### src/design/uerr_defines.svh
/*
 * Register offsets, field positions, reset values and timing counts
 * for the USB error flag block. Assumes a 32-bit byte-addressed bus.
 */
`ifndef UERR_DEFINES_SVH
`define UERR_DEFINES_SVH

`define UERR_ADDR_W 4
`define UERR_OFS_FLAGS 4'h0
`define UERR_OFS_MASK 4'h4
`define UERR_OFS_CTRL 4'h8
`define UERR_OFS_STAT 4'hC

`define UERR_BIT_STUFF 7
`define UERR_BIT_DESC 6
`define UERR_BIT_DMA 5
`define UERR_BIT_TURN 4
`define UERR_BIT_PART 3
`define UERR_BIT_CRC16 2
`define UERR_BIT_CRC5 1
`define UERR_BIT_PID 0

`define UERR_FLAGS_RESET 8'h00
`define UERR_MASK_RESET 8'h00
`define UERR_CTRL_RESET 1'b0

`define UERR_TURN_BIT_TIMES 16
`define UERR_BIT_TIME_NS 83
`define UERR_CLK_NS 100
`define UERR_TURN_CYCLES ((`UERR_TURN_BIT_TIMES * `UERR_BIT_TIME_NS + `UERR_CLK_NS - 1) / `UERR_CLK_NS)
`define UERR_TURN_CNT_W 5

`endif

### src/design/uerr_pkg.sv
/*
 * Types for the USB error flag block.
 * Assumes uerr_defines.svh is available on the include path.
 */
package uerr_pkg;
    typedef enum logic [1:0] {
        UERR_BUS_IDLE = 2'b00,
        UERR_BUS_ACK = 2'b01
    } uerr_bus_t;
endpackage

### src/design/uerr_turn_timer.sv
/*
 * Bus turnaround timer: counts idle cycles after an end of packet.
 * Assumes arm, response and idle are same-clock pulses/levels.
 */
`timescale 1ns/10ps
`include "uerr_defines.svh"
module uerr_turn_timer
    import uerr_pkg::*;
(
    input wire logic clock,
    input wire logic reset,
    input wire logic eop_seen,
    input wire logic response_seen,
    input wire logic line_idle,
    output logic timeout
);
    logic [`UERR_TURN_CNT_W-1:0] count_q;
    logic armed_q;

    always_ff @(posedge clock or posedge reset) begin
        if (reset) begin
            armed_q <= 1'b0;
            count_q <= '0;
        end else if (eop_seen) begin
            armed_q <= 1'b1;
            count_q <= '0;
        end else if (response_seen || !line_idle || timeout) begin
            armed_q <= 1'b0;
            count_q <= '0;
        end else if (armed_q) begin
            count_q <= count_q + `UERR_TURN_CNT_W'(1);
        end
    end

    // Fires once when idle passes sixteen bit times
    assign timeout = armed_q && line_idle && !response_seen &&
        (count_q >= `UERR_TURN_CNT_W'(`UERR_TURN_CYCLES));
endmodule

### src/design/uerr_flags.sv
/*
 * USB error status flags with Avalon-MM slave, mask and interrupt.
 * Assumes error event inputs are one-cycle pulses from logic on clock.
 */
`timescale 1ns/10ps
`include "uerr_defines.svh"
module uerr_flags
    import uerr_pkg::*;
(
    input wire logic clock,
    input wire logic reset,
    input wire logic [`UERR_ADDR_W-1:0] avs_address,
    input wire logic avs_read,
    input wire logic avs_write,
    input wire logic [31:0] avs_writedata,
    input wire logic [3:0] avs_byteenable,
    output logic [31:0] avs_readdata,
    output logic avs_waitrequest,
    input wire logic stuff_violation,
    input wire logic descriptor_base_bad,
    input wire logic buffer_address_bad,
    input wire logic dma_grant_late,
    input wire logic packet_truncated,
    input wire logic eop_seen,
    input wire logic response_seen,
    input wire logic line_idle,
    input wire logic data_field_partial,
    input wire logic data_crc_bad,
    input wire logic token_crc_bad,
    input wire logic sof_count_zero,
    input wire logic transfer_active,
    input wire logic pid_check_bad,
    output logic packet_reject,
    output logic any_error,
    output logic irq
);
    logic [7:0] flags_q;
    logic [7:0] flags_d;
    logic [7:0] mask_q;
    logic host_mode_q;
    logic [7:0] events;
    logic [7:0] clear_bits;
    logic turn_timeout;
    logic [31:0] rdata_q;
    uerr_bus_t bus_q;
    logic access;
    logic bus_take;

    uerr_turn_timer u_turn (
        .clock(clock),
        .reset(reset),
        .eop_seen(eop_seen),
        .response_seen(response_seen),
        .line_idle(line_idle),
        .timeout(turn_timeout)
    );

    always_comb begin
        events = 8'h00;
        events[`UERR_BIT_STUFF] = stuff_violation;
        events[`UERR_BIT_DESC] = descriptor_base_bad || buffer_address_bad;
        events[`UERR_BIT_DMA] = dma_grant_late || packet_truncated;
        events[`UERR_BIT_TURN] = turn_timeout;
        events[`UERR_BIT_PART] = data_field_partial;
        events[`UERR_BIT_CRC16] = data_crc_bad;
        // Bit 1 meaning follows the operating mode
        events[`UERR_BIT_CRC5] = host_mode_q ? (sof_count_zero && transfer_active)
                                             : token_crc_bad;
        events[`UERR_BIT_PID] = pid_check_bad;
    end

    // Rejection goes to the packet decoder in the same cycle
    assign packet_reject = stuff_violation || data_crc_bad || (!host_mode_q && token_crc_bad);

    // One-cycle wait state, then acknowledge
    assign access = avs_read || avs_write;
    assign bus_take = access && (bus_q == UERR_BUS_ACK);
    assign avs_waitrequest = access && (bus_q != UERR_BUS_ACK);

    always_ff @(posedge clock or posedge reset) begin
        if (reset) begin
            bus_q <= UERR_BUS_IDLE;
        end else begin
            case (bus_q)
                UERR_BUS_IDLE: bus_q <= access ? UERR_BUS_ACK : UERR_BUS_IDLE;
                UERR_BUS_ACK: bus_q <= UERR_BUS_IDLE;
                default: bus_q <= UERR_BUS_IDLE;
            endcase
        end
    end

    always_comb begin
        clear_bits = 8'h00;
        if (bus_take && avs_write && avs_byteenable[0] && avs_address == `UERR_OFS_FLAGS) begin
            clear_bits = avs_writedata[7:0];
        end
    end

    // Set wins over a clear in the same cycle
    assign flags_d = (flags_q & ~clear_bits) | events;

    always_ff @(posedge clock or posedge reset) begin
        if (reset) begin
            flags_q <= `UERR_FLAGS_RESET;
        end else begin
            flags_q <= flags_d;
        end
    end

    always_ff @(posedge clock or posedge reset) begin
        if (reset) begin
            mask_q <= `UERR_MASK_RESET;
            host_mode_q <= `UERR_CTRL_RESET;
        end else if (bus_take && avs_write && avs_byteenable[0]) begin
            if (avs_address == `UERR_OFS_MASK) begin
                mask_q <= avs_writedata[7:0];
            end
            if (avs_address == `UERR_OFS_CTRL) begin
                host_mode_q <= avs_writedata[0];
            end
        end
    end

    always_ff @(posedge clock or posedge reset) begin
        if (reset) begin
            rdata_q <= 32'h0000_0000;
        end else if (access && bus_q == UERR_BUS_IDLE && avs_read) begin
            case (avs_address)
                `UERR_OFS_FLAGS: rdata_q <= {24'h00_0000, flags_q};
                `UERR_OFS_MASK: rdata_q <= {24'h00_0000, mask_q};
                `UERR_OFS_CTRL: rdata_q <= {31'h0000_0000, host_mode_q};
                `UERR_OFS_STAT: rdata_q <= {30'h0000_0000, irq, any_error};
                default: rdata_q <= 32'h0000_0000;
            endcase
        end
    end
    assign avs_readdata = rdata_q;

    assign any_error = |flags_q;
    assign irq = |(flags_q & mask_q);

    // Event to flag checks, one group per error source
    stuff_sets_a: assert property (@(posedge clock) disable iff (reset)
        stuff_violation |=> flags_q[`UERR_BIT_STUFF])
        else $error("stuff flag not set");
    stuff_rej_a: assert property (@(posedge clock) disable iff (reset)
        stuff_violation |-> packet_reject)
        else $error("stuff packet not rejected");
    desc_sets_a: assert property (@(posedge clock) disable iff (reset)
        (descriptor_base_bad || buffer_address_bad) |=> flags_q[`UERR_BIT_DESC])
        else $error("descriptor flag not set");
    dma_sets_a: assert property (@(posedge clock) disable iff (reset)
        (dma_grant_late || packet_truncated) |=> flags_q[`UERR_BIT_DMA])
        else $error("dma flag not set");
    turn_sets_a: assert property (@(posedge clock) disable iff (reset)
        (eop_seen ##1 (line_idle && !response_seen && !eop_seen)[*8] ##1
         (line_idle && !response_seen && !eop_seen)[*8] ##1
         (line_idle && !response_seen && !eop_seen))
        |-> ##[1:3] flags_q[`UERR_BIT_TURN])
        else $error("turnaround flag late");
    part_sets_a: assert property (@(posedge clock) disable iff (reset)
        data_field_partial |=> flags_q[`UERR_BIT_PART])
        else $error("partial byte flag not set");
    crc16_rej_a: assert property (@(posedge clock) disable iff (reset)
        data_crc_bad |-> packet_reject ##1 flags_q[`UERR_BIT_CRC16])
        else $error("crc16 not handled");
    crc5_dev_a: assert property (@(posedge clock) disable iff (reset)
        (!host_mode_q && token_crc_bad) |=> flags_q[`UERR_BIT_CRC5])
        else $error("crc5 flag not set");
    crc5_rej_a: assert property (@(posedge clock) disable iff (reset)
        (!host_mode_q && token_crc_bad) |-> packet_reject)
        else $error("bad token not rejected");
    crc5_quiet_a: assert property (@(posedge clock) disable iff (reset)
        (!host_mode_q && !token_crc_bad && !flags_q[`UERR_BIT_CRC5]) |=> !flags_q[`UERR_BIT_CRC5])
        else $error("bit 1 set without token error");
    eof_host_a: assert property (@(posedge clock) disable iff (reset)
        (host_mode_q && sof_count_zero && transfer_active) |=> flags_q[`UERR_BIT_CRC5])
        else $error("eof flag not set");
    eof_quiet_a: assert property (@(posedge clock) disable iff (reset)
        (host_mode_q && !(sof_count_zero && transfer_active) && !flags_q[`UERR_BIT_CRC5])
        |=> !flags_q[`UERR_BIT_CRC5])
        else $error("bit 1 set without frame end error");
    host_rej_a: assert property (@(posedge clock) disable iff (reset)
        (host_mode_q && !stuff_violation && !data_crc_bad) |-> !packet_reject)
        else $error("token rejected in host mode");
    pid_sets_a: assert property (@(posedge clock) disable iff (reset)
        pid_check_bad |=> flags_q[`UERR_BIT_PID])
        else $error("pid flag not set");
    flag_sticky_a: assert property (@(posedge clock) disable iff (reset)
        (flags_q[0] && !clear_bits[0]) |=> flags_q[0])
        else $error("flag dropped without clear");
    lane_off_a: assert property (@(posedge clock) disable iff (reset)
        (avs_write && !avs_byteenable[0] && events == 8'h00) |=> flags_q == $past(flags_q))
        else $error("flags changed by disabled lane");
    upper_zero_a: assert property (@(posedge clock) disable iff (reset)
        avs_readdata[31:8] == 24'h00_0000)
        else $error("upper bits not zero");
    read_flags_a: assert property (@(posedge clock) disable iff (reset)
        (avs_read && avs_waitrequest && avs_address == `UERR_OFS_FLAGS) |=> avs_readdata[7:0] == $past(flags_q))
        else $error("flag read data wrong");
    any_err_a: assert property (@(posedge clock) disable iff (reset)
        $rose(any_error) |-> $past(events) != 8'h00)
        else $error("error output without event");
    any_clear_a: assert property (@(posedge clock) disable iff (reset)
        $fell(any_error) |-> $past(clear_bits) != 8'h00)
        else $error("error output dropped without clear");

    for (genvar i = 0; i < 8; i++) begin : g_flag
        flag_clear_a: assert property (@(posedge clock) disable iff (reset)
            (clear_bits[i] && !events[i]) |=> !flags_q[i])
            else $error("flag not cleared by write of one");
        flag_win_a: assert property (@(posedge clock) disable iff (reset)
            (clear_bits[i] && events[i]) |=> flags_q[i])
            else $error("clear beat a new event");
        flag_quiet_a: assert property (@(posedge clock) disable iff (reset)
            (!flags_q[i] && !events[i]) |=> !flags_q[i])
            else $error("flag set without event");
    end

    // Register bus behaviour
    wait_first_a: assert property (@(posedge clock) disable iff (reset)
        (access && !$past(access)) |-> avs_waitrequest)
        else $error("no wait state on new request");
    wait_once_a: assert property (@(posedge clock) disable iff (reset)
        (access && avs_waitrequest) |=> (!access || !avs_waitrequest))
        else $error("more than one wait state");
    bus_ack_a: assert property (@(posedge clock) disable iff (reset)
        (bus_q == UERR_BUS_ACK) |=> (bus_q == UERR_BUS_IDLE))
        else $error("acknowledge state held");
    read_hold_a: assert property (@(posedge clock) disable iff (reset)
        !(avs_read && avs_waitrequest) |=> $stable(avs_readdata))
        else $error("read data moved without read");
    status_read_a: assert property (@(posedge clock) disable iff (reset)
        (avs_read && avs_waitrequest && avs_address == `UERR_OFS_STAT)
        |=> avs_readdata[1:0] == {$past(irq), $past(any_error)})
        else $error("status read data wrong");
    mask_read_a: assert property (@(posedge clock) disable iff (reset)
        (avs_read && avs_waitrequest && avs_address == `UERR_OFS_MASK) |=> avs_readdata == {24'h00_0000, $past(mask_q)})
        else $error("mask read data wrong");
    ctrl_read_a: assert property (@(posedge clock) disable iff (reset)
        (avs_read && avs_waitrequest && avs_address == `UERR_OFS_CTRL)
        |=> avs_readdata == {31'h0000_0000, $past(host_mode_q)})
        else $error("control read data wrong");
    unmapped_rd_a: assert property (@(posedge clock) disable iff (reset)
        (avs_read && avs_waitrequest && avs_address[1:0] != 2'h0) |=> avs_readdata == 32'h0000_0000)
        else $error("unmapped read not zero");
    unmapped_wr_a: assert property (@(posedge clock) disable iff (reset)
        (avs_write && avs_address[1:0] != 2'h0) |=> ($stable(mask_q) && $stable(host_mode_q)))
        else $error("unmapped write changed a register");
    mask_write_a: assert property (@(posedge clock) disable iff (reset)
        (bus_take && avs_write && avs_byteenable[0] && avs_address == `UERR_OFS_MASK)
        |=> mask_q == 8'($past(avs_writedata)))
        else $error("mask write lost");
    mode_write_a: assert property (@(posedge clock) disable iff (reset)
        (bus_take && avs_write && avs_byteenable[0] && avs_address == `UERR_OFS_CTRL)
        |=> host_mode_q == 1'($past(avs_writedata)))
        else $error("mode write lost");

    // Wait cycles of the current request; the slave promises exactly one
    logic [1:0] wait_run_q;
    always_ff @(posedge clock or posedge reset) begin
        if (reset) begin
            wait_run_q <= 2'h0;
        end else if (access && avs_waitrequest) begin
            wait_run_q <= (wait_run_q == 2'h3) ? 2'h3 : wait_run_q + 2'h1;
        end else begin
            wait_run_q <= 2'h0;
        end
    end
    wait_bound_a: assert property (@(posedge clock) disable iff (reset)
        wait_run_q <= 2'h1)
        else $error("wait state count exceeded");

    // Idle run since the last end of packet, kept apart from the timer
    logic [`UERR_TURN_CNT_W-1:0] idle_run_q;
    logic idle_armed_q;
    always_ff @(posedge clock or posedge reset) begin
        if (reset) begin
            idle_armed_q <= 1'b0;
            idle_run_q <= '0;
        end else if (eop_seen) begin
            idle_armed_q <= 1'b1;
            idle_run_q <= '0;
        end else if (response_seen || !line_idle) begin
            idle_armed_q <= 1'b0;
            idle_run_q <= '0;
        end else if (idle_armed_q && idle_run_q != '1) begin
            idle_run_q <= idle_run_q + `UERR_TURN_CNT_W'(1);
        end
    end
    turn_early_a: assert property (@(posedge clock) disable iff (reset)
        (idle_armed_q && idle_run_q < `UERR_TURN_CNT_W'(`UERR_TURN_CYCLES)) |-> !turn_timeout)
        else $error("turnaround timeout too early");
    turn_late_a: assert property (@(posedge clock) disable iff (reset)
        (idle_armed_q && line_idle && !response_seen && !eop_seen
         && idle_run_q == `UERR_TURN_CNT_W'(`UERR_TURN_CYCLES)) |=> flags_q[`UERR_BIT_TURN])
        else $error("turnaround flag missing");
endmodule

### config.mk
export PLATFORM = sky130hd
export DESIGN_NAME = uerr_flags
export DESIGN_NICKNAME = d
export VERILOG_FILES = /design/src/design/uerr_pkg.sv /design/src/design/uerr_turn_timer.sv /design/src/design/uerr_flags.sv
export VERILOG_INCLUDE_DIRS = /design/src /design/src/design
export SDC_FILE = /design/constraint.sdc
export NUM_CORES = 1
export LEC_CHECK = 0
export BUFFER_PORTS_ARGS = -buffer_cell sky130_fd_sc_hd__buf_2
export CAP_MARGIN = 15
export CORE_ASPECT_RATIO = 1.4
export CORE_UTILIZATION = 45
export CTS_CLUSTER_SIZE = 16
export DETAILED_ROUTE_END_ITERATION = 16
export PLACE_DENSITY = 0.91
export SYNTH_ARGS = -nofsm -noshare
export SYNTH_HDL_FRONTEND = slang
export SYNTH_SLANG_ARGS = --single-unit
### constraint.sdc
create_clock -name clock -period 1.9 [get_ports clock]
set_input_delay 0.285 -clock clock [delete_from_list [all_inputs] [get_ports clock]]
set_output_delay 0.285 -clock clock [all_outputs]
set_load 0.01 [all_outputs]
==> After elaboration in Yosys (flattened, before gate mapping) <==
Cells that the tools add are included.
{ "word_totals": {"register_bits": 57, "input_bits": 58, "output_inout_bits": 36, "wordCells": 58} }
{ "classes": {"addsub": 1, "magnitude_cmp": 1, "eq_ne": 5, "muxes": 10, "bitwise": 4, "reduce_logical": 30} }
{ "op_table": {"columns": ["operator", "n"], "rows": [
  ["8-bit case mux with 4 select lines", 1],
  ["8-bit AND", 2],
  ["8-bit OR reduction", 2],
  ["5-bit 2-to-1 mux", 3],
  ["1-bit logical AND", 12],
  ["4-bit equality test (second input constant)", 2],
  ["8-bit 2-to-1 mux", 1],
  ["8-bit inverter", 1],
  ["8-bit OR", 1],
  ["1-bit logical OR", 7],
  ["5-bit by 1-bit adder with 5-bit output (second input constant)", 1],
  ["5-bit by 4-bit >= comparator with 1-bit output (second input constant)", 1],
  ["1-bit 2-to-1 mux", 5],
  ["4-bit by 3-bit equality test with 1-bit output (second input constant)", 1],
  ["4-bit logical NOT", 1],
  ["2-bit AND reduction", 2],
  ["1-bit logical NOT", 3],
  ["3-bit nonzero test", 1],
  ["2-bit by 1-bit equality test with 1-bit output (second input constant)", 1],
  ["2-bit logical NOT", 1],
  ["2-bit by 1-bit inequality test with 1-bit output (second input constant)", 1],
  ["2-bit nonzero test", 1]
]} }

==> Logic depth before layout (Yosys ltp) <==
Gate-level depths: netlist of the first run.
{ "logic_depth": {"ltp_word": 9, "ltp_mapped": 5, "ltp_nobuf": 5} }

==> Hierarchy <==
Synthesis of the first run repeated with hierarchy kept, for this count alone.
{ "hier_totals": {"hier_cells": 175, "area_unflattened_um2": 1781.7} }
{ "modules_own_cells": {"columns": ["module", "instances", "cells_per_inst", "area_per_inst_um2", "seq_area_each_um2"], "rows": [
  ["uerr_flags", 1, 135, 1402.6, 650.6],
  ["uerr_turn_timer", 1, 40, 379.1, 150.1]
]} }

==> Worst setup path before layout of the first run <==
No wires, ideal clock.
{ "synth_path": {"path_kind": "register to register", "start": "register u_turn.count_q[0]", "end": "register flags_q[4]", "setup_time_ps": 122, "t_arrival_ps": 1249, "required_time_ps": 1778, "path_slack_ps": 530, "path_stages_with_launch": 6, "path_buffers": 0, "period_less_slack_ps": 1370, "path_cell_list": "dfrtp_1 > inv_1 > ha_1 > o211ai_1 > a21oi_1 > a32o_1"} }
{ "synth_via": {"elab_chain_len": 3} }
{ "synth_lines": {"columns": ["item", "line", "source"], "rows": [
  ["from (decl)", "uerr_turn_timer.sv:17", "logic [`UERR_TURN_CNT_W-1:0] count_q;"],
  ["from (signal assigned)", "uerr_turn_timer.sv:31", "count_q <= count_q + `UERR_TURN_CNT_W'(1);"],
  ["5-bit by 4-bit >= comparator with 1-bit output", "uerr_turn_timer.sv:37", "(count_q >= `UERR_TURN_CNT_W'(`UERR_TURN_CYCLES));"],
  ["1-bit logical AND", "uerr_turn_timer.sv:36", "assign timeout = armed_q && line_idle && !response_seen &&"],
  ["8-bit OR", "uerr_flags.sv:100", "assign flags_d = (flags_q & ~clear_bits) | events;"],
  ["via flags_d[4]", "uerr_flags.sv:38", "logic [7:0] flags_d;"],
  ["to (signal assigned)", "uerr_flags.sv:104", "flags_q <= `UERR_FLAGS_RESET;"],
  ["to (signal assigned)", "uerr_flags.sv:106", "flags_q <= flags_d;"],
  ["to (decl)", "uerr_flags.sv:37", "logic [7:0] flags_q;"]
]} }
The timed path passes the listed nets, and every way through them passes these cells.
A chain may end at the register's enable or synchronous reset.

==> Worst setup path after layout of the first run <==
{ "layout_path": {"start": "register flags_q[1]", "end": "output any_error"} }
{ "layout_via": {"elab_chain_len": 1} }
{ "layout_lines": {"columns": ["item", "line", "source"], "rows": [
  ["8-bit OR reduction", "uerr_flags.sv:139", "assign any_error = |flags_q;"],
  ["to (decl)", "uerr_flags.sv:34", "output logic any_error,"]
]} }
Every way passes these cells.

==> metrics.md, run 1 <==
| Metric | Value |
|---|---|
| Status | finished clean |
| Post-synth EDFFs | 0 |
| Clock sinks | 32 |
| Final wirelength | 3.75 mm |
| Combinational share of power | 16.7% |
| Final Max Tran Viols | 0 |
| Flop pwr share | 48.7% |
| Sequential share of the synthesized area | 44.3% |
| Worst R2R Start | u_turn.count_q[0]$_DFFE_PP0P_ |
| H-tree levels | 2 |
| First-pass GRT wire length | between 6 and 7 mm |
| Final worst-path cycle share | 88.1% |
| Initial core utilization | 48.3% |
| Arr. time, crit path | 1.39 ns |
| GR Layer Usage met2 | 31.9% |
| Net Sw Power | 438 uW |
| Via count | 1399 |
| Commonest non-fill, non-tap cells in the layout | buf_2, dfrtp_1, conb_1, nand2_1 |
| Placed wire-length estimate | around 2.8 mm |
| CTS tree | built |
| Synth warn | 0 |
| Layout Utilization | a little under three fifths |
| Input/output buffers | 42 |
| Synthesized flop and latch total | 32 |
| Dpl ws | 0.375 ns |
| Global routing's busiest layer | met2 |
| DRT iter0 DRCs | 39 |
| Max cap viols | 0 |
| RSZ-0062 raised after global routing | no |
| Sum Neg Setup Slack | 0 ns |
| Initial antenna violation count | 0 |
| Setup crit start | flags_q[1]$_DFF_PP0_ |
| Post-Synthesis Cell Area | 0.00181 mm^2 |
| Crit path kind | flip-flop to primary output |
| DRC | 0 |
| Commonest non-fill, non-tap cell in the layout | buf_2 |
| Post-Synthesis Cells | 167 |
| Pre-Repair DR Iteration Count | 4 |
| Crit path max-delay family | simple AND/OR/NAND/NOR gates |
| GR Overflow Total | 0 |
| Clock Path Buffers | 2 |
| Critical path destination | any_error |
| Hold WC Path Type | primary input to asynchronous set/reset pin |
| Final Worst Setup Slack | 0.225 ns |
| Largest net degree at the start of global routing | 33 |
| Main synth FF type | dfrtp_1 |
| Slowest stage delay, CP | 0.41 ns |
| Reg-to-reg endpoint | flags_q[4]$_DFF_PP0_ |
| Die Ht | 77 um |
| CTS clk-pin slew, worst paths | roughly 0.070 ns |
| WHS | about 0.056 ns |
| Crit path buf inv count | 1 |
| GRT Total Usage | 19.0% |
| Met1 Track Usage GR | between 20 and 25% |
| Post-CTS Repair Setup Buffers | 0 |
| Stages on worst setup path | 3 |
| Worst-Skew Late Latency | roughly 0.29 ns |
| Crit. End Element | primary output |
| R2R setup slack | 0.32 ns |
| Min cycle time layout | ~1.7 ns |
| DIE WIDTH | 55.6 um |
| # diodes | 0 |
| Asr flop ratio synth | 100% |
| DRT antenna net count | 0 |
| Vias per inst | about 5.5 |
| Area growth syn-to-layout | 13.9% |
| PwrDens | 761 mW/mm^2 |
| VDD IR max | 0.000661 V |
| Critical Path RT | between 1.5 and 2 ns |
| Vias in the first global route | around 1300 |
| # rows | 26 |
| Final setup violating endpoints | 0 |
| Tot Pwr | 1570 uW |
| Filler cells | 333 |
| Clk root buf | clkbuf_8 |
| RD Place Congestion | 0.770 |
| Average cell area after synthesis | roughly 11 um^2 |
| Max FO, Critical Path | 4 |
| Cell leakage power | 0.000986 uW |
| Core area | 0.00374 mm^2 |
| CTS resizes | 0 |
| Clk pwr share | around 35% |
| Num CTS Buffers | 5 |
| Worst reg-to-reg path cell count | 5 |
| Clk_skew | 0.00826 ns |
| Final hold viol count | 0 |
| Crit-path cells | nor4_1 > nand2_1 > buf_2 |
| Die area | 0.00428 mm^2 |
| # hold bufs at CTS | 0 |
| Grt met3 use | 4.72% |
| Fmax | ~600 MHz |
| Distinct cells, synth | 41 |
| Drt wl/cell | 14.6 um |
| Int Pwr | between 1000 and 1500 uW |
| Nets | 273 |
| Startpoint Class | flip-flop |
| Layout cells sized above 1 | 30.8% |
| Crit path max-delay cell type | dfrtp_1 |
| Sw Share | 27.9% |
| I/O pins | 94 |
Yosys cell counts, types with 2 or more instances:
master	number	area share (%)
a211o_1	3	1.5
a21o_1	4	1.7
a21oi_1	4	1.1
a22oi_1	4	1.7
and3_1	2	0.69
buf_2	2	0.55
buf_4	25	10
dfrtp_1	32	44
ha_1	2	1.4
inv_1	8	1.7
mux2_2	9	5.6
mux2i_1	7	3.9
nand2_1	10	2.1
nand2b_1	2	0.69
nand3_1	2	0.55
nand4_1	4	1.4
nand4b_1	9	4.4
nor2_1	3	0.62
nor2b_1	2	0.69
nor3_1	3	0.83
nor4_1	2	0.69
o21ai_0	2	0.55
o31ai_1	7	2.9
xor2_1	2	0.97
per-layer routing:
metal / share of wire, % / wire, um
met1: 39 / 1460
met2: 52 / 1940
met3: 6.8 / 254
met4: 2.5 / 92
met5: 0 / 0
tightest hold or removal path, cell delays in order:
cell	delay (ns)
buf_2	0.09
inv_1	0.04
buf_4	0.35
power by group through the flow:
stage | Clock, uW | Combinational, uW | Sequential, uW
after floorplan | 0 | 199 | 772
after global placement | 0 | 252 | 772
after detailed placement | 0 | 261 | 775
after CTS | 549 | 263 | 763
after global routing | 579 | 289 | 770
final | 542 | 261 | 763
worst min-delay path by stage:
| stage | start | to | slack (ns) |
|---|---|---|---|
| 6_report | reset | u_turn.count_q[3]$_DFFE_PP0P_ | 0.06 |
| 5_1_grt | reset | mask_q[4]$_DFFE_PP0P_ | 0.12 |
| 4_1_cts | reset | u_turn.count_q[3]$_DFFE_PP0P_ | 0.07 |
| 3_5_place_dp | reset | u_turn.count_q[0]$_DFFE_PP0P_ | 0.38 |
| 3_3_place_gp | reset | u_turn.count_q[0]$_DFFE_PP0P_ | 0.38 |
| 2_1_floorplan | pid_check_bad | flags_q[0]$_DFF_PP0_ | 0.38 |
state kept, by name, summed over array words and instances (netlist names):
register / cells
u_turn.armed_q: 1
bus_q: 1
avs_readdata: 8
mask_q: 8
host_mode_q: 1
u_turn.count_q: 5
flags_q: 8
stage by stage:
step | instance area, um^2 | cells
after global placement | 1970 | 248
after floorplan | 1890 | 190
final | 2060 | 256
after CTS | 2060 | 256
after global routing | 2060 | 256
after detailed placement | 1970 | 248
area by class of cell:
cell class,instances,area [um^2],area share [%]
clock buffers,6,82.6,4.01
inverters,8,30.0,1.46
multi-input cells,121,851,41.3
clock inverters,2,10.0,0.486
well taps,42,52.6,2.55
flip-flops and latches,32,801,38.9
repair buffers,45,233,11.3
logic make-up (layout without fill, tap and decap cells):
family,count (synthesis),in the layout,share of synthesized area (%)
flip-flops,32,32,44.3
AND/OR/NAND/NOR,45,45,15.8
AO/OA/AOI/OAI,31,31,14.0
buffers and inverters,37,61,13.4
adder cells (fa/ha/maj),2,2,1.38
other,1,24,0.207
XOR/XNOR,3,3,1.45
multiplexers,16,16,9.48
(Power assumes the default switching activity.)
==> inputs of run 2 (changes only) <==
--- a/config.mk
+++ b/config.mk
@@ -15,4 +15,5 @@
 export PLACE_DENSITY = 0.91
 export SYNTH_ARGS = -nofsm -noshare
 export SYNTH_HDL_FRONTEND = slang
+export SYNTH_HIERARCHICAL = 1
 export SYNTH_SLANG_ARGS = --single-unit
==> run 2 against run 1 <==
Compared with the run above:
- combinational power fell by 16%
- area after synthesis is 1.5% lower
- clock skew fell by 0.0035 ns
- sequential share of layout area is 0.31 points higher
- core utilization about the same
- via count down 3.2%
- flip-flop and latch count is the same
- global-route usage grew 0.76 points
- hold slack better by 0.12 ns
- first-iteration DRC count down 15%
- synthesized cell count increased by 4.8%
- register-to-register slack about the same
- critical endpoint is now u_turn/count_q[2]$_DFFE_PP0P_
- largest cell class unchanged
- highest routed layer unchanged
==> metrics.md, run 2 <==
| Metric | Value |
|---|---|
| Tot Pwr | 1620 uW |
| Input/output buffers | 42 |
| Clk_skew | 0.00476 ns |
| Distinct cells, synth | 41 |
| Initial antenna violation count | 0 |
| # diodes | 0 |
| Clock Path Buffers | 2 |
| Main synth FF type | dfrtp_1 |
| Pre-Repair DR Iteration Count | 4 |
| Placed wire-length estimate | 2.75 mm |
| Crit path buf inv count | 1 |
| I/O pins | 94 |
| GRT Total Usage | 19.7% |
| Num CTS Buffers | 5 |
| Share of the synthesized area in the top cell type | about 45% |
| Filler cells | 341 |
| Area of the multi-input gates | 817 um^2 |
| Die area | 0.00422 mm^2 |
| Startpoint Class | flip-flop |
| Synth warn | 6 |
| Final setup violating endpoints | 0 |
| Reg area | 801 um^2 |
| Slowest stage delay, CP | 0.44 ns |
| Nets | 280 |
| Status | finished clean |
| DRT iter0 DRCs | 33 |
| Vias per inst | a little over 5 |
| Vias in the first global route | 1357 |
| Least-Margin Pin Slew | 0.555 ns |
| Critical Path RT | around 2.1 ns |
| Cell leakage power | 0.000989 uW |
| Sum Neg Setup Slack | 0 ns |
| Largest net degree at the start of global routing | 27 |
| Min cycle time layout | 1.57 ns |
| Synthesized flop and latch total | 32 |
| Commonest non-fill, non-tap cell in the layout | buf_2 |
| DRT antenna net count | 0 |
| Max cap viols | 0 |
| Most numerous cell in the Yosys netlist | dfrtp_1 |
| Final wirelength | 3.49 mm |
| Crit path kind | flip-flop to flip-flop |
| Crit-path cells | inv_1 > ha_1 > o211ai_1 > nand4_1 > a31oi_1 |
| Most frequent cells after synthesis | dfrtp_1, buf_4, nand2_1 |
| Fmax | 638 MHz |
| Hold WC Path Type | primary input to flip-flop |
| GR Overflow Total | 0 |
| Sequential share of the synthesized area | 44.9% |
| Dominant cell type by area after synthesis | dfrtp_1 |
| WHS Path Cells | 2 |
| Final hold viol count | 0 |
| Max-slew headroom at the worst pin | 63.0% |
| Layout cells sized above 1 | 27.1% |
| Final worst-path cycle share | between 80% and 90% |
| PwrDens | 794 mW/mm^2 |
| Clock sinks | 32 |
| DIE WIDTH | 55.2 um |
| Worst-Skew Late Latency | 0.29 ns |
| Crit. End Element | flip-flop |
| Core area | 0.00371 mm^2 |
| Initial core utilization | 48.0% |
| Stages on worst setup path | 5 |
| Post-Synthesis Cell Area | 0.00178 mm^2 |
| H-tree levels | 2 |
| Die Ht | 76.5 um |
| Commonest non-fill, non-tap cells in the layout | buf_2, dfrtp_1, conb_1, nand2_1 |
| Post-synth EDFFs | 0 |
| Top cells by area, synth | dfrtp_1, buf_4, mux2_1 |
| Via count | around 1400 |
| RD Place Congestion | 0.790 |
| CTS tree | built |
| VDD IR max | 0.000488 V |
| Final Max Tran Viols | 0 |
| RSZ-0062 raised after global routing | no |
| Post-Synthesis Cells | 175 |
| Average cell area after synthesis | 10.2 um^2 |
| Crit path max-delay family | compound AO/OA/AOI/OAI gates |
| Asr flop ratio synth | 100% |
| DRC | 0 |
| Placed insts | 254 |
| First-pass GRT wire length | ~5.9 mm |
| Clk root buf | clkbuf_8 |
| Arr. time, crit path | 1.77 ns |
| CTS clk-pin slew, worst paths | approximately 0.070 ns |
| Drt wl/cell | 13.3 um |
| # rows | 26 |
| Max FO, Critical Path | 7 |
| Crit path max-delay cell type | o211ai_1 |
| Fin cells | between 200 and 300 |
| CTS resizes | 0 |
| Worst reg-to-reg path cell count | 5 |
| Area growth syn-to-layout | 14.7% |
-- run 2: changes by cell type after synthesis, sizes merged, moves of 4 or more --
cell    before  now
nand4        4    8
nand4b       9    0
nand2       10   19
a31oi        0    4
-- run 2: cell families (layout without fill, tap and decap cells) --
group           count (synthesis)  after routing  synth area share (%)
compound gates                 33             33                  13.1
fa+ha+maj                       2              2                  1.40
buf+inv                        38             61                  14.0
flops                          32             32                  44.9
mux                            16             16                  9.62
other cells                     1             24                 0.210
simple gates                   53             53                  16.6
-- run 2: layout make-up --
type / count / area share, %
clock buffer: 6 / 3.55
sequential: 32 / 39.2
multi-input combinational: 128 / 40.0
clock inverter: 2 / 1.71
tap: 42 / 2.57
timing repair buffer: 45 / 11.5
inverter: 8 / 1.47
-- run 2: worst paths after layout --
| check | slack [ns] | from | end |
|---|---|---|---|
| max | 0.33 | u_turn/count_q[0]$_DFFE_PP0P_ | u_turn/count_q[2]$_DFFE_PP0P_ |
| min | 0.17 | pid_check_bad | flags_q[0]$_DFF_PP0_ |
| max reg2reg | 0.33 | u_turn/count_q[0]$_DFFE_PP0P_ | u_turn/count_q[2]$_DFFE_PP0P_ |
| min reg2reg | 0.46 | bus_q[0]$_DFF_PP0_ | bus_q[0]$_DFF_PP0_ |
| max in group asynchronous | 1.05 | reset | flags_q[7]$_DFF_PP0_ |
| min in group asynchronous | 0.46 | reset | u_turn/count_q[0]$_DFFE_PP0P_ |
-- run 2: routing by layer --
metal	up-vias	global-route usage [%]	wire length (um)	part of all wire (%)
li1	660	-	-	-
met1	629	20.6	1320	38
met2	57	33.6	1850	53
met3	8	6.99	235	6.7
met4	0	8.50	83	2.4
met5	-	0	0	0
-- run 2: repair_timing --
| action | CTS | global route |
|---|---|---|
| hold buffers | 1 | 0 |
| buffers inserted | 0 | 0 |
| hold endpoints to repair | 6 | 0 |
-- run 2: through the flow --
step	worst slack (ns)	hold WS (ns)	area [um^2]	utilization (%)
finish	0.332	0.175	2040	55.1
global route	0.183	0.174	2040	55.1
CTS	0.327	0.169	2040	55.1
detailed placement	0.130	0.222	1930	51.9
global placement	0.126	0.224	1930	51.9
floorplan	0.363	0.0760	1870	-
-- run 2: report_power, final --
group          internal (uW)  switching [uW]  total, uW  leakage (uW)
Combinational           94.6             125        220      0.000535
Sequential               724            34.5        758      0.000398
Clock                    389             255        644     0.0000552
Total                   1210             415       1620      0.000989
==> inputs of run 3 (changes only) <==
--- a/config.mk
+++ b/config.mk
@@ -9,10 +9,10 @@
 export BUFFER_PORTS_ARGS = -buffer_cell sky130_fd_sc_hd__buf_2
 export CAP_MARGIN = 15
 export CORE_ASPECT_RATIO = 1.4
-export CORE_UTILIZATION = 45
+export CORE_UTILIZATION = 40
 export CTS_CLUSTER_SIZE = 16
 export DETAILED_ROUTE_END_ITERATION = 16
-export PLACE_DENSITY = 0.91
+export PLACE_DENSITY = 0.86
 export SYNTH_ARGS = -nofsm -noshare
 export SYNTH_HDL_FRONTEND = slang
 export SYNTH_HIERARCHICAL = 1
==> constraint.sdc (replaced) <==
create_clock -name clock -period 1.4 [get_ports clock]
set_input_delay 0.21 -clock clock [delete_from_list [all_inputs] [get_ports clock]]
set_output_delay 0.21 -clock clock [all_outputs]
set_load 0.01 [all_outputs]
==> run 3 against run 2 <==
Compared with the run above:
- the run now ends with setup timing left
- worst setup slack got worse by 0.52 ns
- critical path depth down 2
- highest routed layer unchanged
- register-to-register slack got worse by 0.39 ns
- final cell count grew 14%
- flip-flop and latch count did not move
- via count rose by 5.5%
- routed wire length grew 9.4%
- global-route usage down 2.8 points
- largest power group unchanged
==> metrics.md, run 3 (same netlist as run 2, synthesis figures left out) <==
| Metric | Value |
|---|---|
| I/O pins | between 90 and 100 |
| Min cycle time layout | 1.59 ns |
| Flop pwr share | between 40 and 50% |
| VDD IR max | 0.000603 V |
| CTS tree | built |
| H-tree levels | 2 |
| DRT antenna net count | 0 |
| Fmax | 630 MHz |
| Largest net degree at the start of global routing | 27 |
| Int Pwr | approximately 1700 uW |
| Placed insts | 284 |
| Placed wire-length estimate | 2.87 mm |
| # rows | 28 |
| Sum Neg Setup Slack | -0.269 ns |
| First-pass GRT wire length | 5.89 mm |
| Grt met3 use | 3.82% |
| Max cap viols | 0 |
| Reg-to-reg endpoint | avs_readdata[0]$_DFFE_PP0P_ |
| Clk pwr share | between 30% and 40% |
| Final worst-path cycle share | 113% |
| Worst R2R Start | flags_q[5]$_DFF_PP0_ |
| Global routing's busiest layer | met2 |
| GR Overflow Total | 0 |
| Placed Instance Area | between 0.002 and 0.0025 mm^2 |
| Status | finished with violations |
| Startpoint Class | flip-flop |
| DIE WIDTH | between 50 and 60 um |
| Vias in the first global route | between 1000 and 1500 |
| RSZ-0062 raised after global routing | yes |
| Clk_skew | between 0.004 and 0.005 ns |
| Pre-Repair DR Iteration Count | 5 |
| Final Max Tran Viols | 0 |
| Fin area | 0.00225 mm^2 |
| WHS | about 0.10 ns |
| Vias per inst | 4.78 |
| Num CTS Buffers | 5 |
| Commonest non-fill, non-tap cells in the layout | buf_2, dfrtp_1, conb_1, buf_4, nand2_1 |
| GRT Total Usage | 16.9% |
| Drt wl/cell | ~13 um |
| Sw Share | 25.7% |
| Hold path start | pid_check_bad |
| Clock sinks | 32 |
| R2R setup slack | -0.06 ns |
| Core area | 0.00424 mm^2 |
| Critical Path RT | 1.19 ns |
| DRT iter0 DRCs | 41 |
| Input/output buffers | 42 |
| Initial antenna violation count | 0 |
| Arr. time, crit path | 1.38 ns |
| Fin cells | about 300 |
| Worst-Skew Late Latency | 0.29 ns |
| Nets | 298 |
| RD Place Congestion | 0.770 |
| Cell leakage power | 0.00108 uW |
| Combinational share of power | 15.5% |
| Final wirelength | 3.81 mm |
| Clock Path Buffers | 2 |
| Hold Path End | flags_q[0]$_DFF_PP0_ |
| Commonest non-fill, non-tap cell in the layout | buf_2 |
| Via count | around 1400 |
| Max FO, Critical Path | 4 |
| Worst reg-to-reg path cell count | 6 |
| GR Layer Usage met2 | 29.8% |
| Layout Utilization | 53.0% |
| CTS clk-pin slew, worst paths | 0.07 ns |
| Crit path kind | flip-flop to primary output |
| Met1 Track Usage GR | 18.6% |
| Final hold viol count | 0 |
| Violated checks | setup timing |
| PwrDens | approximately 1000 mW/mm^2 |
| DRC | 0 |
| Hold WC Path Type | primary input to flip-flop |
| Final setup violating endpoints | 3 |
| Clk root buf | clkbuf_8 |
| Area growth syn-to-layout | 26.1% |
| WHS Path Cells | 2 |
| Final Worst Setup Slack | -0.188 ns |
| # diodes | 0 |
| Net Sw Power | 577 uW |
| Die Ht | 81.0 um |
| Initial core utilization | 42.0% |
| Layout cells sized above 1 | between 30% and 40% |
| Crit. End Element | primary output |
| Die area | 0.00473 mm^2 |
run 3: worst max-delay path by stage:
stage               cells past startpoint              endpoint  slack, ns                 start
floorplan                               5  flags_q[1]$_DFF_PP0_      -0.01        avs_address[3]
global placement                        7  flags_q[2]$_DFF_PP0_      -0.17        avs_address[3]
detailed placement                      7  flags_q[2]$_DFF_PP0_      -0.18        avs_address[3]
CTS                                     3             any_error      -0.07  flags_q[0]$_DFF_PP0_
global route                            3             any_error      -0.23  flags_q[5]$_DFF_PP0_
finish                                  3             any_error      -0.19  flags_q[5]$_DFF_PP0_
run 3: critical path, cell delays in order (launching register included):
cell and delay (ns):
dfrtp_1 0.43, nor4_1 0.35, nand2_1 0.15, buf_2 0.16
run 3: layer usage:
layer | share of wire, % | vias up
li1 | - | 699
met1 | 39 | 666
met2 | 53 | 56
met3 | 5.7 | 7
met4 | 2.2 | 0
met5 | 0 | -
run 3: per-stage QoR:
stage | power [uW] | setup WS (ns)
6_report | 2250 | -0.188
5_1_grt | 2350 | -0.232
4_1_cts | 2260 | -0.0695
3_5_place_dp | 1370 | -0.184
3_3_place_gp | 1360 | -0.169
2_1_floorplan | 1280 | -0.0131
run 3: what timing repair did:
action / in CTS / in global routing
pin swaps: 3 / 12
hold endpoints to repair: 32 / 0
hold buffers: 1 / 0
resized for setup: 2 / 9
setup buffers: 3 / 3
setup endpoints to repair: 3 / 18
run 3: area by class of cell:
| cell class | count | area [um^2] |
|---|---|---|
| fillers | 385 | 1990 |
| multi-input cells | 128 | 862 |
| flip-flops and latches | 32 | 801 |
| repair buffers | 63 | 370 |
| well taps | 60 | 75.1 |
| clock buffers | 6 | 72.6 |
| clock inverters | 2 | 35.0 |
| inverters | 8 | 30.0 |
run 3: power groups by stage:
stage               Sequential (uW)  Clock, uW  Combinational (uW)
floorplan                      1040          0                 243
global placement               1040          0                 324
detailed placement             1040          0                 333
CTS                            1020        893                 340
global route                   1040        933                 386
finish                         1030        871                 348
